## src/stre_map.svh

```systemverilog
`ifndef STRE_MAP_SVH
`define STRE_MAP_SVH
// opcode fields
`define STRE_OP_SUB_FILE_FROM_WORK_BORROW_HI   6'b0101_01
`define STRE_OP_SUB_WORK_FROM_FILE_BORROW_HI   6'b0101_10
`define STRE_OP_SUB_WORK_FROM_FILE_HI    6'b0101_11
`define STRE_OP_SUB_WORK_FROM_LITERAL_HI    8'h08
`define STRE_OP_TBL_HI      14'h0002
`define STRE_D_BIT          9
`define STRE_A_BIT          8
`define STRE_PTR_W          21
`define STRE_ACC_BANK       4'h0
`define STRE_RST_BYTE       8'h00
`define STRE_TBL_CYCLES     2
`endif

```

## src/stre_pkg.sv

```systemverilog
`default_nettype none
package stre_pkg;
    typedef enum logic [1:0] {
        TP_KEEP = 2'b00,
        TP_POST_INC = 2'b01,
        TP_POST_DEC = 2'b10,
        TP_PRE_INC = 2'b11
    } stre_ptr_act_type;
    typedef enum logic [1:0] {
        ST_IDLE = 2'b00,
        ST_TBL_FETCH = 2'b01
    } stre_state_type;
endpackage
`default_nettype wire

```

## src/stre_exec.sv

```systemverilog
// The implementer's own choices: the address-and-strobe port and the address map.
`timescale 1ns/10ps
`default_nettype none
`include "stre_map.svh"
// Notes on behaviour
// - file-borrow subtract: W minus f minus not-carry
// - d=0 writes W, d=1 writes file
// - a=0 access bank, a=1 uses bank select
// - literal subtract: k minus W into W
// - table read two cycles, latch second cycle
module stre_exec
    import stre_pkg::*;
#(
    parameter int PTR_W = `STRE_PTR_W
)
(
    // clock and reset
    input  wire logic             mclk,
    input  wire logic             rst_b,
    // instruction issue
    input  wire logic             instr_valid,
    input  wire logic [15:0]      opcode,
    // bank select register value from the core
    input  wire logic [3:0]       bank_select_register,
    // file operand read data for the resolved address
    input  wire logic [7:0]       file_rdata,
    // file write port
    output logic [11:0]           file_addr,
    output logic                  file_we,
    output logic [7:0]            file_wdata,
    // program memory
    output logic [PTR_W-1:0]      prog_addr,
    output logic                  prog_re,
    input  wire logic [7:0]       prog_rdata,
    // architectural state
    output logic [7:0]            work_q,
    output logic                  carry_q,
    output logic                  zero_q,
    output logic                  neg_q,
    output logic [PTR_W-1:0]      table_pointer,
    output logic [7:0]            table_latch,
    output logic                  busy
);
    stre_state_type state_q;
    logic [PTR_W-1:0] ptr_q;
    logic [PTR_W-1:0] ptr_nx;
    logic [PTR_W-1:0] fetch_a;
    logic [PTR_W-1:0] fetch_q;
    logic [7:0] lat_q;
    logic [7:0] sa;
    logic [7:0] sb;
    logic       sbr;
    logic [7:0] sres;
    logic       sc;
    logic       sz;
    logic       sn;
    logic       is_fwb;
    logic       is_wfb;
    logic       is_wf;
    logic       is_lw;
    logic       is_tbl;
    logic       is_fsub;
    logic       go;

    // the three file-register subtract forms share d, a and flag handling
    function automatic logic file_sub_form(input logic [15:0] op);
        return (op[15:10] == `STRE_OP_SUB_FILE_FROM_WORK_BORROW_HI) || (op[15:10] == `STRE_OP_SUB_WORK_FROM_FILE_BORROW_HI)
            || (op[15:10] == `STRE_OP_SUB_WORK_FROM_FILE_HI);
    endfunction

    assign go     = instr_valid && (state_q == ST_IDLE);
    assign is_fwb = (opcode[15:10] == `STRE_OP_SUB_FILE_FROM_WORK_BORROW_HI);
    assign is_wfb = (opcode[15:10] == `STRE_OP_SUB_WORK_FROM_FILE_BORROW_HI);
    assign is_wf  = (opcode[15:10] == `STRE_OP_SUB_WORK_FROM_FILE_HI);
    assign is_lw  = (opcode[15:8] == `STRE_OP_SUB_WORK_FROM_LITERAL_HI);
    assign is_tbl = (opcode[15:2] == `STRE_OP_TBL_HI);
    assign is_fsub = file_sub_form(opcode);

    // bank from opcode a bit; core supplies matching read data
    assign file_addr = opcode[`STRE_A_BIT] ? {bank_select_register, opcode[7:0]}
                                           : {`STRE_ACC_BANK, opcode[7:0]};

    // operand steering
    always_comb
    begin
        sa  = file_rdata;
        sb  = work_q;
        sbr = 1'b0;
        if (is_fwb)
        begin
            sa  = work_q;
            sb  = file_rdata;
            sbr = ~carry_q;
        end
        else if (is_wfb)
        begin
            sbr = ~carry_q;
        end
        else if (is_lw)
        begin
            sa = opcode[7:0];
        end
    end

    stre_sub u_sub (
        .a         (sa),
        .b         (sb),
        .borrow_in (sbr),
        .res       (sres),
        .carry     (sc),
        .zero      (sz),
        .neg       (sn)
    );

    stre_ptr #(.PTR_W(PTR_W)) u_ptr (
        .ptr        (ptr_q),
        .act        (opcode[1:0]),
        .fetch_addr (fetch_a),
        .ptr_next   (ptr_nx)
    );

    // file write back only when d=1
    assign file_we    = go && is_fsub && opcode[`STRE_D_BIT];
    assign file_wdata = sres;

    always_ff @(posedge mclk or negedge rst_b)
    begin
        if (!rst_b)
            work_q <= `STRE_RST_BYTE;
        else if (go && is_lw)
            work_q <= sres;
        else if (go && is_fsub && !opcode[`STRE_D_BIT])
            work_q <= sres;
    end

    always_ff @(posedge mclk or negedge rst_b)
    begin
        if (!rst_b)
        begin
            carry_q <= 1'b0;
            zero_q  <= 1'b0;
            neg_q   <= 1'b0;
        end
        else if (go && (is_fsub || is_lw))
        begin
            carry_q <= sc;
            zero_q  <= sz;
            neg_q   <= sn;
        end
    end

    // table read: issue cycle then fetch cycle
    always_ff @(posedge mclk or negedge rst_b)
    begin
        if (!rst_b)
            state_q <= ST_IDLE;
        else
            case (state_q)
                ST_IDLE:      if (go && is_tbl) state_q <= ST_TBL_FETCH;
                ST_TBL_FETCH: state_q <= ST_IDLE;
                default:      state_q <= ST_IDLE;
            endcase
    end

    always_ff @(posedge mclk or negedge rst_b)
    begin
        if (!rst_b)
        begin
            ptr_q   <= '0;
            fetch_q <= '0;
        end
        else if (go && is_tbl)
        begin
            ptr_q   <= ptr_nx;
            fetch_q <= fetch_a;
        end
    end

    // memory read in the second cycle; data taken at its end
    assign prog_addr = fetch_q;
    assign prog_re   = (state_q == ST_TBL_FETCH);

    always_ff @(posedge mclk or negedge rst_b)
    begin
        if (!rst_b)
            lat_q <= `STRE_RST_BYTE;
        else if (state_q == ST_TBL_FETCH)
            lat_q <= prog_rdata;
    end

    assign table_pointer = ptr_q;
    assign table_latch   = lat_q;
    assign busy          = (state_q != ST_IDLE);

    tbl_two_cycle_a: assert property (@(posedge mclk) disable iff (!rst_b)
        (go && is_tbl)
        |=> prog_re ##1 !prog_re)
        else $error("table read not two cycles");

    tbl_latch_a: assert property (@(posedge mclk) disable iff (!rst_b)
        prog_re
        |=> (table_latch == $past(prog_rdata)))
        else $error("table latch not loaded");

    lit_sub_a: assert property (@(posedge mclk) disable iff (!rst_b)
        (go && is_lw)
        |=> (work_q == 8'($past(opcode[7:0]) - $past(work_q))))
        else $error("literal subtract wrong");

    dest_file_a: assert property (@(posedge mclk) disable iff (!rst_b)
        (go && is_fsub && opcode[`STRE_D_BIT])
        |-> file_we ##1 $stable(work_q))
        else $error("work changed on file destination");

    dest_work_a: assert property (@(posedge mclk) disable iff (!rst_b)
        (go && is_fsub && !opcode[`STRE_D_BIT])
        |-> !file_we ##1 (work_q == $past(file_wdata)))
        else $error("file written on work destination");

    fwb_res_a: assert property (@(posedge mclk) disable iff (!rst_b)
        (go && is_fwb)
        |-> (sres == 8'(work_q - file_rdata - {7'h00, ~carry_q})))
        else $error("borrow subtract wrong");

    wf_res_a: assert property (@(posedge mclk) disable iff (!rst_b)
        (go && is_wf)
        |-> (file_wdata == 8'(file_rdata - work_q)))
        else $error("file subtract wrong");

    wfb_res_a: assert property (@(posedge mclk) disable iff (!rst_b)
        (go && is_wfb)
        |-> (file_wdata == 8'(file_rdata - work_q - {7'h00, ~carry_q})))
        else $error("file borrow subtract wrong");

    fwb_carry_a: assert property (@(posedge mclk) disable iff (!rst_b)
        (go && is_fwb)
        |-> (sc == ({1'b0, work_q} >= ({1'b0, file_rdata} + {8'h00, ~carry_q}))))
        else $error("borrow subtract carry wrong");

    bank_sel_a: assert property (@(posedge mclk) disable iff (!rst_b)
        !opcode[8]
        |-> (file_addr[11:8] == 4'h0))
        else $error("access bank not used");

    bank_use_a: assert property (@(posedge mclk) disable iff (!rst_b)
        opcode[8]
        |-> (file_addr[11:8] == bank_select_register))
        else $error("bank select not used");

    file_off_a: assert property (@(posedge mclk) disable iff (!rst_b)
        instr_valid
        |-> (file_addr[7:0] == opcode[7:0]))
        else $error("file offset not passed through");

    post_inc_a: assert property (@(posedge mclk) disable iff (!rst_b)
        (go && is_tbl && opcode[1:0] == 2'b01)
        |=> (table_pointer == $past(table_pointer) + 1'b1)
        && (prog_addr == $past(table_pointer)))
        else $error("post increment wrong");

    post_dec_a: assert property (@(posedge mclk) disable iff (!rst_b)
        (go && is_tbl && opcode[1:0] == 2'b10)
        |=> (table_pointer == $past(table_pointer) - 1'b1)
        && (prog_addr == $past(table_pointer)))
        else $error("post decrement wrong");

    pre_inc_a: assert property (@(posedge mclk) disable iff (!rst_b)
        (go && is_tbl && opcode[1:0] == 2'b11)
        |=> (prog_addr == table_pointer)
        && (table_pointer == $past(table_pointer) + 1'b1))
        else $error("pre increment wrong");

    ptr_keep_a: assert property (@(posedge mclk) disable iff (!rst_b)
        (go && is_tbl && opcode[1:0] == 2'b00)
        |=> $stable(table_pointer) && (prog_addr == table_pointer))
        else $error("pointer moved on plain read");

    ptr_idle_a: assert property (@(posedge mclk) disable iff (!rst_b)
        !(go && is_tbl)
        |=> $stable(table_pointer))
        else $error("pointer moved without table read");

    busy_refuse_a: assert property (@(posedge mclk) disable iff (!rst_b)
        busy
        |=> !busy && $stable(work_q) && $stable(carry_q))
        else $error("instruction taken during table fetch");

    latch_hold_a: assert property (@(posedge mclk) disable iff (!rst_b)
        !prog_re
        |=> $stable(table_latch))
        else $error("table latch changed outside fetch");

    flag_zero_a: assert property (@(posedge mclk) disable iff (!rst_b)
        (go && is_lw && opcode[7:0] == work_q)
        |=> (zero_q && carry_q && !neg_q))
        else $error("flags wrong on zero result");

    lit_flags_a: assert property (@(posedge mclk) disable iff (!rst_b)
        (go && is_lw)
        |=> (carry_q == ($past(opcode[7:0]) >= $past(work_q)))
        && (neg_q == work_q[7])
        && (zero_q == (work_q == 8'h00)))
        else $error("literal subtract flags wrong");

    tbl_flags_a: assert property (@(posedge mclk) disable iff (!rst_b)
        (go && is_tbl)
        |=> $stable(carry_q) && $stable(zero_q) && $stable(neg_q))
        else $error("flags changed by table read");
endmodule // stre_exec
`default_nettype wire

```

## src/stre_sub.sv

```systemverilog
`timescale 1ns/10ps
`default_nettype none
// a - b - borrow_in, flags per subtraction convention
module stre_sub
    import stre_pkg::*;
(
    // operands
    input  wire logic [7:0] a,
    input  wire logic [7:0] b,
    input  wire logic       borrow_in,
    // result
    output logic [7:0]      res,
    output logic            carry,
    output logic            zero,
    output logic            neg
);
    logic [8:0] diff;
    // borrow out lands in bit 8; carry is its inverse
    assign diff  = {1'b0, a} - {1'b0, b} - {8'h00, borrow_in};
    assign res   = diff[7:0];
    assign carry = ~diff[8];
    assign zero  = (diff[7:0] == 8'h00);
    assign neg   = diff[7];
endmodule // stre_sub
`default_nettype wire

```

## src/stre_ptr.sv

```systemverilog
`timescale 1ns/10ps
`default_nettype none
`include "stre_map.svh"
module stre_ptr
    import stre_pkg::*;
#(
    parameter int PTR_W = `STRE_PTR_W
)
(
    // pointer action
    input  wire logic [PTR_W-1:0] ptr,
    input  wire logic [1:0]       act,
    // results
    output logic [PTR_W-1:0]      fetch_addr,
    output logic [PTR_W-1:0]      ptr_next
);
    always_comb
    begin
        fetch_addr = ptr;
        ptr_next   = ptr;
        case (act)
            TP_POST_INC: ptr_next = ptr + PTR_W'(1);
            TP_POST_DEC: ptr_next = ptr - PTR_W'(1);
            TP_PRE_INC:
            begin
                fetch_addr = ptr + PTR_W'(1);
                ptr_next   = fetch_addr;
            end
            default: ptr_next = ptr;
        endcase
    end
endmodule // stre_ptr
`default_nettype wire

```

## config.mk

```make
export PLATFORM = sky130hd
export DESIGN_NAME = stre_exec
export DESIGN_NICKNAME = d
export VERILOG_FILES = /design/src/stre_pkg.sv /design/src/stre_exec.sv /design/src/stre_sub.sv /design/src/stre_ptr.sv
export VERILOG_INCLUDE_DIRS = /design/src
export SDC_FILE = /design/constraint.sdc
export NUM_CORES = 1
export LEC_CHECK = 0
export BUFFER_PORTS_ARGS = -buffer_cell sky130_fd_sc_hd__buf_2
export CAP_MARGIN = 20
export CORE_MARGIN = 1
export CORE_UTILIZATION = 35
export CTS_BUF_LIST = sky130_fd_sc_hd__clkbuf_4
export DETAILED_ROUTE_END_ITERATION = 12
export GPL_ROUTABILITY_DRIVEN = 0
export HOLD_SLACK_MARGIN = 0.06
export RECOVER_POWER = 25
export SETUP_SLACK_MARGIN = 0.5
export SLEW_MARGIN = 5
export SYNTH_ARGS = -nofsm -noshare
export SYNTH_HDL_FRONTEND = slang
export SYNTH_HIERARCHICAL = 1
export SYNTH_SLANG_ARGS = --single-unit
```

## constraint.sdc

```tcl
create_clock -name mclk -period 6 [get_ports mclk]
set_input_delay 0.6 -clock mclk [delete_from_list [all_inputs] [get_ports mclk]]
set_output_delay 0.6 -clock mclk [all_outputs]
set_load 0.03 [all_outputs]
```

Word level (Yosys, flattened, before mapping)

Cells that the tools add are included.

Register bits: 63
Bits in latches: 0
Memory bits (writable): 0
ROM bits: 0
Bits of input ports: 39
Output and inout port bits: 84
Logic and storage cells: 55
Memories kept: 0

Add/subtract/negate cells: 4
$mul: 0
Div/mod/pow operators: 0
Magnitude comparators: 0
Equality and inequality tests: 10
Shifts and indexed selects: 0
Muxes and demuxes: 13
Bitwise gates (word level): 2
Reductions and logical operators: 18

Operators by type and width:

| cell                                                                 | number |
|---|---|
| 8-bit two-way mux                                                    | 6 |
| 21-bit one-hot mux with 2 select lines                               | 1 |
| 21-bit by 1-bit adder with 21-bit output, second input constant      | 1 |
| 21-bit two-way mux                                                   | 1 |
| 21-bit by 1-bit subtractor with 21-bit output, second input constant | 1 |
| 6-bit by 5-bit == test with 1-bit output, second input constant      | 3 |
| 14-bit by 2-bit == test with 1-bit output, second input constant     | 1 |
| 12-bit two-way mux                                                   | 1 |
| 8-bit by 8-bit subtractor with 9-bit output                          | 1 |
| 9-bit by 1-bit subtractor with 9-bit output                          | 1 |
| 8-bit by 4-bit == test with 1-bit output, second input constant      | 1 |
| 8-bit logical NOT                                                    | 1 |
| 1-bit logical AND                                                    | 7 |
| 2-bit nonzero test                                                   | 3 |
| 2-bit by 1-bit == test with 1-bit output, second input constant      | 2 |
| 2-bit == test, second input constant                                 | 2 |
| 2-bit two-way mux                                                    | 2 |
| 1-bit logical OR                                                     | 3 |
| 2-bit logical NOT                                                    | 1 |
| 1-bit two-way mux                                                    | 2 |
| 2-bit by 1-bit != test with 1-bit output, second input constant      | 1 |
| 1-bit NOT                                                            | 2 |
| 2-bit AND reduction                                                  | 1 |
| 2-bit OR reduction                                                   | 1 |
| 1-bit logical NOT                                                    | 1 |

Depth between registers and ports, before layout

Gate-level depths: netlist (run 1).

Depth after elaboration: 8
Gate-level depth with buffers: 16
Mapped depth without buffers: 14

Hierarchy

Netlist (run 1), hierarchy kept.

Modules (own cells, without submodules):

| module    | times used | cells each | area each (sq um) | seq. area each (sq um) |
|---|---|---|---|---|
| stre_exec | 1          | 199        | 2845.2            | 1551.5 |
| stre_ptr  | 1          | 154        | 980.9             | 0.0 |
| stre_sub  | 1          | 72         | 554.3             | 0.0 |

Worst setup path after synthesis (run 1)

Ideal clock, no wire load.

Path type: input to output
Start point: input opcode[8]
End point: output file_wdata[6]
Arrival time: 4.349 ns
Required time: 5.400 ns
Setup slack: 1.051 ns
Cell stages on the path: 11
Buffers on the path: 1
Path through: or4_1 or4_2 clkbuf_1 mux2i_1 a21oi_1 fa_1 fa_1 nand2b_1 a2111oi_2 nor2_1 xnor2_1

Word-level cells in the longest chain between the ends: 6

Ends and longest elaborated chain:

| element                                                   | RTL line        | RTL |
|---|---|---|
| from (decl)                                               | stre_exec.sv:22 | `input wire logic [15:0] opcode,` |
| 8-bit by 4-bit == test with 1-bit output (no source line) | -               |  |
| 8-bit two-way mux                                         | stre_exec.sv:99 | `else if (is_lw)` |
| 8-bit two-way mux                                         | stre_exec.sv:95 | `else if (is_wfb)` |
| 8-bit two-way mux                                         | stre_exec.sv:89 | `if (is_fwb)` |
| via sa[0]                                                 | stre_exec.sv:50 | `logic [7:0] sa;` |
| 8-bit by 8-bit subtractor with 9-bit output               | stre_sub.sv:19  | `assign diff = {1'b0, a} - {1'b0, b} - {8'h00, borrow_in};` |
| 9-bit by 1-bit subtractor with 9-bit output               | stre_sub.sv:19  |  |
| to (decl)                                                 | stre_exec.sv:30 | `output logic [7:0] file_wdata,` |

The timed path passes the listed nets, and every way through them passes these cells.

Final worst setup path (run 1)

Ends and elaborated chain as after synthesis.

==> results of run 1 <==
state kept, by name, indices dropped and copies added, names as in the netlist:
name / count
work_q: 8
prog_addr: 21
zero_q: 1
table_pointer: 21
state_q: 1
neg_q: 1
table_latch: 8
carry_q: 1
cell families (layout without fill, tap and decap cells):
group	after synthesis	after routing
DFF	62	62
and+or+nand+nor	117	117
muxes	78	78
xor gates and xnor gates	49	49
buffers and inverters	62	169
adders and majority gates	18	18
AOI/OAI and AO/OA	39	39
power by group through the flow:
stage,clock (mW),combinational [mW],sequential [mW]
2_1_floorplan,0,0.546,0.539
3_3_place_gp,0,0.768,0.486
3_5_place_dp,0,0.777,0.487
5_1_grt,0.284,0.830,0.487
6_report,0.252,0.778,0.480
4_1_cts,0.269,0.781,0.480
metrics by stage:
| stage | power, mW | hold WS [ns] |
|---|---|---|
| final | 1.51 | 0.398 |
| after global routing | 1.60 | 0.351 |
| after CTS | 1.53 | 0.335 |
| after detailed placement | 1.26 | 0.473 |
| after global placement | 1.25 | 0.473 |
| after floorplan | 1.08 | 0.304 |
routing by layer:
| layer | track usage, % | up-vias |
|---|---|---|
| li1 | - | 1676 |
| met1 | 20.9 | 1683 |
| met2 | 26.2 | 103 |
| met3 | 4.52 | 13 |
| met4 | 6.67 | 0 |
| met5 | 0 | - |
final cells by class:
| cell class | count | area, um^2 |
|---|---|---|
| Multi-Input combinational cell | 301 | 2510 |
| Clock buffer | 13 | 97.6 |
| Sequential cell | 62 | 1550 |
| Timing Repair Buffer | 125 | 627 |
| Inverter | 29 | 109 |
| Clock inverter | 2 | 10.0 |
| Fill cell | 1227 | 7000 |
| Tap cell | 168 | 210 |
Yosys cell counts, types with 2 or more instances:
| cell type | instances |
|---|---|
| buf_2 | 4 |
| mux2_1 | 2 |
| clkbuf_1 | 11 |
| o31ai_1 | 3 |
| mux2_2 | 60 |
| nand4_1 | 10 |
| xnor2_1 | 29 |
| nand2b_1 | 4 |
| xor2_1 | 20 |
| nor2_1 | 28 |
| mux2i_1 | 8 |
| nor3b_1 | 2 |
| nand3_1 | 8 |
| or3_4 | 3 |
| or3_1 | 2 |
| nand2_1 | 21 |
| fa_1 | 2 |
| clkbuf_2 | 2 |
| dfrtp_1 | 62 |
| nor3_1 | 12 |
| and2_2 | 4 |
| buf_6 | 6 |
| or4_1 | 3 |
| ha_1 | 16 |
| o21ai_0 | 5 |
| buf_4 | 10 |
| a31oi_1 | 3 |
| a21oi_1 | 14 |
| and3_1 | 3 |
| mux2_4 | 8 |
| o22ai_1 | 4 |
| nor4_1 | 3 |
| inv_1 | 29 |
final timing paths:
| check | depth (start not counted) | start | slack, ns | end |
|---|---|---|---|---|
| worst max-delay path | 12 | opcode[8] | 0.93 | file_wdata[6] |
| worst max register to register | 10 | work_q[0] | 3.00 | zero_q |
| max in group asynchronous | 2 | rst_b | 2.59 | carry_q |
| min in group asynchronous | 2 | rst_b | 1.44 | prog_addr[10] |
| worst min-delay path | 2 | prog_rdata[5] | 0.40 | table_latch[5] |
| worst min register to register | 1 | prog_addr[5] | 0.49 | prog_addr[5] |
critical path: cells and delay by family:
kind                       cells  cell delay (ns)
and+or+nand+nor                4             1.57
adders and majority gates      2             0.88
AOI/OAI and AO/OA              2             0.53
buffers and inverters          2             0.37
xor gates and xnor gates       1             0.29
muxes                          1             0.21
layout by cell type, fill, tap and decap left out, types with 2 or more instances in the layout:
cell type,synthesis,routed
a21oi_1,14,14
a31oi_1,3,3
and2_2,4,4
and3_1,3,3
buf_2,4,123
clkbuf_4,0,13
clkinv_2,0,2
dfrtp_1,62,62
fa_1,2,2
ha_1,16,16
inv_1,29,29
mux2_1,2,2
mux2_2,60,60
mux2_4,8,8
mux2i_1,8,8
nand2_1,21,21
nand2b_1,4,4
nand3_1,8,8
nand4_1,10,10
nor2_1,28,28
nor3_1,12,12
nor3b_1,2,2
nor4_1,3,3
o21ai_0,5,5
o22ai_1,4,4
o31ai_1,3,3
or3_1,2,2
or3_4,3,3
or4_1,3,3
xnor2_1,29,29
xor2_1,20,20
==> flow_metrics.py, run 1 <==
metrics = {
    "clock_network": {
        "cts_setup_buffers": 0,
        "numCtsBuffers": 9,
        "htreeDepth": 3,
        "cts_sinks": 62,
        "clk_latency_ns": 0.44,
        "cts-resized-gates": 0,
        "cts.hold.buffers_added": 0,
        "cts_tree": "yes",
        "cts.clk_slew.worst_paths_ns": 0.10,
        "clock-root-buffer": "clkbuf_4",
        "clk_path_buf_depth": 2,
    },
    "placement": {
        "post-place-cells": 685,
        "dp_hpwl_um": 7460,
        "place_area_um2": 5010,
        "dp_worst_setup_slack_ns": 0.913,
        "io_buffers": 122,
    },
    "worst_setup_path": {
        "crit_chain": "buf_2 -> or4_1 -> or4_2 -> mux2i_1 -> a21oi_1 -> fa_1 -> fa_1 -> nand2b_1 -> a2111oi_2 -> nor2_1 -> xnor2_1 -> buf_2",
        "required_ns": 5.40,
        "critPathLaunchType": "input port",
        "critPathSlowestCell": "or4_2",
        "crit_type": "in -> out",
        "crit_fanout": 8,
        "cpPeakStageDelay_ns": 0.74,
        "arrival_ns": 4.47,
        "end_kind": "primary output",
    },
    "yosys": {
        "yosys.area_share.simple_pct": 15.1,
        "synth.cell_area_um2": 4380,
        "yosysSeqAreaShare_pct": 35.4,
        "synth_edf_count": 0,
        "netlist-cell-type-count": 57,
        "mappedNetlistNets": 482,
        "synth_top_family_by_area": "multiplexers",
        "synthFlopType": "dfrtp_1",
        "synth-xor-area-share_pct": 9.80,
        "yosys_register_bits": 62,
        "synth_compound_area_share_pct": 6.37,
        "yosys_warnings": 6,
        "yosysTopAreaCell": "dfrtp_1",
        "synthMuxAreaShare_pct": 20.5,
        "synth_async_sr_flop_share_pct": 100,
        "yosys-top-cells-area": "dfrtp_1, mux2_2, xnor2_1",
        "synth_cells": 425,
        "synth_adder_area_share_pct": 5.48,
        "syn_area_per_cell_um2": 10.3,
        "synth_top_area_share_pct": 35.4,
    },
    "route": {
        "drt-total-wl_um": 10200,
        "wl_per_cell_um": 14.5,
        "highest_layer": "met4",
        "dr_wl_met2_um": 4850,
        "postRouteAntennaNets": 0,
        "dr.pass1.iters": 4,
        "wl_met1_um": 4600,
        "drt_iter0_drc": 180,
        "route.met3.wl_um": 552,
        "drc_errors": 0,
        "num_vias": 3475,
        "vias_per_cell": 4.96,
    },
    "run_status": {
        "status": "finished with violations",
        "violations": "max-capacitance violations, max-slew violations",
    },
    "timing": {
        "relSlewSlack_pct": -133,
        "finalSetupViolations": 0,
        "fmax_mhz": 197,
        "worstMarginPinSlew_ns": 3.50,
        "period_share_pct": 84.5,
        "hold_viol": 0,
        "rsz0062_at_grt": "false",
        "drv_slew": 63,
        "skew_ns": 0.0168,
        "tns_ns": 0,
        "final.setup.worst_slack_ns": 0.932,
        "fin_crit_ns": 5.07,
    },
    "die": {
        "die_w_um": 114,
        "io_pins": 123,
        "start_util_pct": 36.2,
        "placementRows": 40,
        "core_area_um2": 12100,
        "dieHeight_um": 114,
        "fp.dieArea_um2": 13000,
    },
    "final_layout": {
        "fin_cells": 700,
        "nets": 585,
        "antenna_cells": 0,
        "fin_area_um2": 5110,
        "drive_above_1_share_pct": 42.9,
        "fin_util_pct": 42.2,
        "syn2layout_area_growth_pct": 16.7,
    },
    "global_route": {
        "grt_use_total_pct": 16.4,
        "grt_pass1_wl_um": 16300,
        "grt.overflow.total": 0,
        "antenna_found_initial": 0,
        "grt_max_degree": 63,
        "grt_pass1_vias": 3243,
    },
    "power_and_ir_drop": {
        "leakagePower_nw": 2.73,
        "p_int_uw": 829,
        "p_comb_share_pct": 51.5,
        "p_sw_share_pct": 45.1,
        "clkPwrFrac_pct": 16.7,
        "ir_drop_v": 0.000397,
        "p_switching_uw": 682,
        "seqPwrFrac_pct": 31.8,
        "powerDensity_nw_per_um2": 296,
    },
    "hold_path": {
        "min_path_type": "in -> reg",
    },
    "run": {
        "max_cap_violations": 1,
    },
}
No activity file was read; power rests on OpenSTA's default activity.
==> run 2: changes to the inputs <==
--- a/config.mk
+++ b/config.mk
@@ -6,6 +6,7 @@
 export SDC_FILE = /design/constraint.sdc
 export NUM_CORES = 1
 export LEC_CHECK = 0
+export ABC_AREA = 1
 export BUFFER_PORTS_ARGS = -buffer_cell sky130_fd_sc_hd__buf_2
 export CAP_MARGIN = 20
 export CORE_MARGIN = 1
==> constraint.sdc (replaced) <==
create_clock -name mclk -period 4.9 [get_ports mclk]
set_input_delay 0.49 -clock mclk [delete_from_list [all_inputs] [get_ports mclk]]
set_output_delay 0.49 -clock mclk [all_outputs]
set_load 0.03 [all_outputs]
==> run 2 against run 1 <==
Effect of this change:
- the run still ends with max-capacitance violations, max-slew violations left
- design area is 20% higher
- first-iteration DRC count is 96% higher
- clock power is 56% higher
- hold slack worse by 0.18 ns
- utilization is 1.9 points lower
- synthesized cell count is 100% higher
- largest power group unchanged
- register-to-register slack worse by 0.69 ns
- highest routed layer unchanged
==> flow_metrics.py, run 2 <==
metrics = {
    "timing": {
        "finalSetupViolations": 0,
        "period_share_pct": 76.6,
        "relSlewSlack_pct": -135,
        "tns_ns": 0,
        "worstMarginPinSlew_ns": 3.52,
        "drv_slew": 63,
        "fmax_mhz": 267,
        "fin_crit_ns": 3.75,
        "skew_ns": 0.0220,
        "rsz0062_at_grt": "false",
        "hold_viol": 0,
    },
    "route": {
        "wl_per_cell_um": 14.4,
        "highest_layer": "met4",
        "dr_wl_met2_um": 7560,
        "postRouteAntennaNets": 0,
        "route.met3.wl_um": 881,
        "dr.pass1.iters": 5,
        "drc_errors": 0,
        "drt-total-wl_um": 16500,
        "wl_met1_um": 7770,
        "vias_per_cell": 4.99,
        "num_vias": 5730,
        "drt_iter0_drc": 353,
    },
    "run_status": {
        "violations": "max-capacitance violations, max-slew violations",
        "status": "finished with violations",
    },
    "placement": {
        "post-place-cells": 1133,
        "dp_hpwl_um": 12200,
        "io_buffers": 122,
    },
    "power_and_ir_drop": {
        "p_comb_share_pct": 45.4,
        "seqPwrFrac_pct": 32.6,
        "p_switching_uw": 833,
        "leakagePower_nw": 3.51,
        "powerDensity_nw_per_um2": 292,
        "p_sw_share_pct": 46.6,
        "clkPwrFrac_pct": 22.0,
        "total_power_mw": 1.79,
        "p_int_uw": 956,
        "ir_drop_v": 0.000187,
    },
    "clock_network": {
        "cts_sinks": 62,
        "cts_tree": "yes",
        "cts-resized-gates": 0,
        "cts_setup_buffers": 0,
        "htreeDepth": 3,
        "clk_latency_ns": 0.46,
        "clk_path_buf_depth": 2,
        "cts.clk_slew.worst_paths_ns": 0.13,
        "cts.hold.buffers_added": 0,
        "numCtsBuffers": 9,
        "clock-root-buffer": "clkbuf_4",
    },
    "worst_setup_path": {
        "reg2reg_slack_ns": 2.31,
        "r2r-start": "carry_q",
        "r2r_cells": 17,
        "crit_type": "in -> out",
        "reg2reg_to": "zero_q",
        "crit_fanout": 25,
        "arrival_ns": 3.26,
        "required_ns": 4.41,
        "critPathLaunchType": "input port",
        "end_kind": "primary output",
    },
    "die": {
        "die_w_um": 127,
        "core_area_um2": 15200,
        "start_util_pct": 35.8,
        "dieHeight_um": 127,
        "placementRows": 45,
        "fp.dieArea_um2": 16000,
        "io_pins": 123,
    },
    "final_layout": {
        "syn2layout_area_growth_pct": 12.7,
        "final_common_cell": "nand2_1",
        "fin_cells": 1149,
        "drive_above_1_share_pct": 18.8,
        "nets": 1013,
        "mostFrequentLayoutCells": "nand2_1, nand3_1, buf_2, inv_1, nor2_1",
        "antenna_cells": 0,
    },
    "yosys": {
        "yosys_warnings": 6,
        "synth_cells": 865,
        "synth.cell_area_um2": 5440,
        "yosys_register_bits": 62,
        "synth_edf_count": 0,
        "syn_area_per_cell_um2": 6.29,
        "mappedNetlistNets": 922,
        "netlist-cell-type-count": 37,
        "synth.most_common_cell": "nand2_1",
        "yosys-top-cells-area": "dfrtp_1, nand2_1, nand3_1",
        "synth_top_area_share_pct": 28.5,
        "yosysTopAreaCell": "dfrtp_1",
        "synth_async_sr_flop_share_pct": 100,
        "yosysSeqAreaShare_pct": 28.5,
        "synthTopCellsByCount": "nand2_1, nand3_1, inv_1, nor2_1, dfrtp_1",
        "synthFlopType": "dfrtp_1",
    },
    "global_route": {
        "grt_max_degree": 63,
        "grt_use_total_pct": 21.5,
        "grt_pass1_vias": 5285,
        "grt.overflow.total": 0,
        "grt_pass1_wl_um": 27000,
        "antenna_found_initial": 0,
    },
    "hold_path": {
        "holdPathStages": 3,
        "min_to": "table_latch[0]",
        "min_path_type": "in -> reg",
        "min-delay-start": "prog_rdata[0]",
    },
    "run": {
        "max_cap_violations": 1,
    },
}
-- run 2: changes by cell type after synthesis, sizes merged, moves of 8 or more --
cell / previous run / this run
nor3: 13 / 2
nand2: 21 / 332
mux2: 70 / 0
o21ai: 5 / 38
inv: 29 / 99
xnor2: 29 / 1
buf: 20 / 38
nand3: 8 / 139
a21oi: 15 / 7
clkbuf: 13 / 5
nor2: 28 / 84
-- run 2: worst max-delay path by stage --
stage                     cells after the start  slack [ns]                end        from
after global routing                          2        0.86  table_pointer[16]       rst_b
after global placement                       20        1.29      file_wdata[5]  opcode[15]
after CTS                                    18        1.18      file_wdata[6]  opcode[15]
after floorplan                              17        1.72      file_wdata[6]  opcode[15]
final                                        18        1.15      file_wdata[6]  opcode[15]
after detailed placement                     18        1.18      file_wdata[6]  opcode[15]
-- run 2: final cells by class --
cell class	count	area, um^2
fillers	1672	9070
clock buffers	9	67.6
flip-flops and latches	62	1550
repair buffers	123	614
inverters	101	384
well taps	188	235
multi-input cells	659	3200
clock inverters	7	80.1
-- run 2: power groups by stage --
stage	clock [mW]	sequential, mW	combinational, mW
3_5_place_dp	0	0.595	0.805
2_1_floorplan	0	0.642	0.553
6_report	0.394	0.584	0.812
3_3_place_gp	0	0.595	0.801
4_1_cts	0.412	0.585	0.810
5_1_grt	0.432	0.587	0.906
-- run 2: worst max-delay path, cell delays in order --
cell and delay [ns]:
buf_2 0.10, inv_1 0.05, nand2_2 0.09, nor2_4 0.13
nand3_2 0.34, o21ai_0 0.32, inv_1 0.09, fa_1 0.44
fa_1 0.43, inv_1 0.08, nand2_1 0.07, nand2_2 0.08
nand2_2 0.07, nand2_1 0.06, nand3_1 0.06, nand2_1 0.10
inv_1 0.06, buf_2 0.17
-- run 2: through the flow --
step / setup WS [ns] / cell area, um^2 / hold WS (ns) / utilization (%)
after floorplan: 1.72 / 5440 / 0.194 / -
after global placement: 1.29 / 5990 / 0.449 / 39.4
after detailed placement: 1.18 / 5990 / 0.454 / 39.4
after CTS: 1.18 / 6130 / 0.185 / 40.4
after global routing: 0.858 / 6130 / 0.180 / 40.3
final: 1.15 / 6130 / 0.222 / 40.3
-- run 2: cell families after synthesis --
| group | synth area share (%) |
|---|---|
| buf+inv | 12.7 |
| flops | 28.5 |
| mux | 0.184 |
| compound gates | 5.38 |
| fa+ha+maj | 4.42 |
| xor+xnor | 2.25 |
| simple gates | 46.6 |
-- run 2: layer usage --
layer	global-route usage, %	vias up
met1	28.4	2585
li1	-	2905
met5	0	-
met4	6.87	0
met3	4.05	25
met2	35.3	215
==> run 3: changes to the inputs <==
==> constraint.sdc (replaced) <==
create_clock -name mclk -period 3.8 [get_ports mclk]
set_input_delay 0.38 -clock mclk [delete_from_list [all_inputs] [get_ports mclk]]
set_output_delay 0.38 -clock mclk [all_outputs]
set_load 0.03 [all_outputs]
==> run 3 against run 2 <==
Effect of this change:
- the run still ends with max-capacitance violations, max-slew violations left
- non-clock buffer count rose by 15
- total power grew 34%
- combinational power up 34%
- die area unchanged
==> flow_metrics.py, run 3 (synthesized netlist as in run 2, its figures left out) <==
metrics = {
    "route": {
        "drc_errors": 0,
        "dr.pass1.iters": 5,
        "drt_iter0_drc": 412,
        "postRouteAntennaNets": 0,
        "vias_per_cell": 4.93,
        "drt-total-wl_um": 16700,
        "wl_per_cell_um": 14.3,
        "num_vias": 5749,
    },
    "timing": {
        "skew_ns": 0.0186,
        "worstMarginPinSlew_ns": 1.95,
        "fin_crit_ns": 3.18,
        "fmax_mhz": 315,
        "hold_viol": 0,
        "finalSetupViolations": 0,
        "drv_slew": 37,
        "relSlewSlack_pct": -29.9,
        "rsz0062_at_grt": "false",
        "period_share_pct": 83.6,
        "tns_ns": 0,
    },
    "worst_setup_path": {
        "critPathLaunchType": "input port",
        "crit_fanout": 5,
        "end_kind": "primary output",
        "arrival_ns": 2.80,
        "crit_type": "in -> out",
        "required_ns": 3.42,
    },
    "die": {
        "start_util_pct": 35.8,
        "dieHeight_um": 127,
        "io_pins": 123,
        "core_area_um2": 15200,
        "placementRows": 45,
        "fp.dieArea_um2": 16000,
        "die_w_um": 127,
    },
    "global_route": {
        "grt_use_met1_pct": 27.3,
        "grt-busiest-layer": "met2",
        "grt_pass1_wl_um": 26900,
        "gr-usage-met3_pct": 4.47,
        "antenna_found_initial": 0,
        "grt_pass1_vias": 5281,
        "grt_use_total_pct": 21.3,
        "grt.overflow.total": 0,
        "use_met2_pct": 35.7,
        "grt_max_degree": 44,
    },
    "clock_network": {
        "cts_sinks": 62,
        "cts_tree": "yes",
        "htreeDepth": 3,
        "cts.clk_slew.worst_paths_ns": 0.12,
        "clk_path_buf_depth": 2,
        "clock-root-buffer": "clkbuf_4",
        "numCtsBuffers": 9,
        "clk_latency_ns": 0.45,
    },
    "hold_path": {
        "min_path_type": "in -> reg",
    },
    "final_layout": {
        "fin_cells": 1166,
        "syn2layout_area_growth_pct": 16.1,
        "mostFrequentLayoutCells": "nand2_1, nand3_1, buf_2, inv_1, nor2_1",
        "fin_util_pct": 41.5,
        "final_common_cell": "nand2_1",
        "drive_above_1_share_pct": 20.8,
        "antenna_cells": 0,
        "nets": 1030,
        "fill_cells": 1661,
    },
    "placement": {
        "dp_hpwl_um": 12300,
        "io_buffers": 122,
        "post-place-cells": 1137,
    },
    "run_status": {
        "violations": "max-capacitance violations, max-slew violations",
        "status": "finished with violations",
    },
    "run": {
        "max_cap_violations": 1,
    },
    "power_and_ir_drop": {
        "leakagePower_nw": 3.59,
        "powerDensity_nw_per_um2": 380,
        "total_power_mw": 2.40,
        "ir_drop_v": 0.000185,
    },
}
run 3: worst paths after layout:
check | startpoint | endpoint | slack, ns | cells past startpoint
setup / recovery | opcode[10] | file_wdata[7] | 0.62 | 17
hold / removal | prog_rdata[5] | table_latch[5] | 0.12 | 3
setup reg to reg | carry_q | zero_q | 1.41 | 17
hold reg to reg | prog_addr[13] | prog_addr[13] | 0.48 | 2
max in group asynchronous | rst_b | table_latch[3] | 1.34 | 3
min in group asynchronous | rst_b | table_pointer[0] | 0.33 | 2
run 3: timing repair:
item | in CTS | in global routing
cloned | 0 | 2
setup buffers | 0 | 9
hold buffers | 0 | 1
endpoints found under the hold margin | 0 | 40
setup endpoints to repair | 1 | 4
resized for setup | 1 | 12
pin swaps | 0 | 3
run 3: final cells by class:
class / count / area, um^2 / share of cell area, %
clock inverter: 6 / 93.8 / 1.49
multi-input combinational: 661 / 3240 / 51.4
timing repair buffer: 138 / 727 / 11.5
clock buffer: 10 / 75.1 / 1.19
inverter: 101 / 387 / 6.12
tap: 188 / 235 / 3.73
sequential: 62 / 1550 / 24.6
run 3: critical path, stage by stage:
cell      delay, ns
buf_2          0.15
inv_2          0.05
nand2_1        0.13
nor2_4         0.23
nand3_1        0.12
nand3_1        0.10
nand2_1        0.08
fa_2           0.41
ha_1           0.31
nand2_1        0.09
nand3_1        0.11
nand2_1        0.11
nand3_1        0.07
nand2_1        0.06
nand2_1        0.08
inv_2          0.10
clkbuf_4       0.19
run 3: per-stage QoR:
stage	instance area (um^2)	hold WS, ns	worst slack, ns
floorplan	5440	0.0844	0.842
global placement	6020	0.450	0.549
detailed placement	6020	0.454	0.497
CTS	6190	0.0664	0.498
global route	6310	0.0888	0.498
finish	6310	0.125	0.624
run 3: power by group:
| group | internal, mW | switching (mW) | leakage [nW] |
|---|---|---|---|
| clock | 0.278 | 0.283 | 0.0872 |
| combinational | 0.346 | 0.743 | 2.69 |
| sequential | 0.700 | 0.0482 | 0.815 |
run 3: per-layer routing:
layer / wire [um] / part of all wire [%] / vias to the layer above
met5: 0 / 0 / -
met4: 316 / 1.9 / 0
met3: 991 / 5.9 / 23
met2: 7620 / 46 / 191
met1: 7790 / 47 / 2593
li1: - / - / 2942
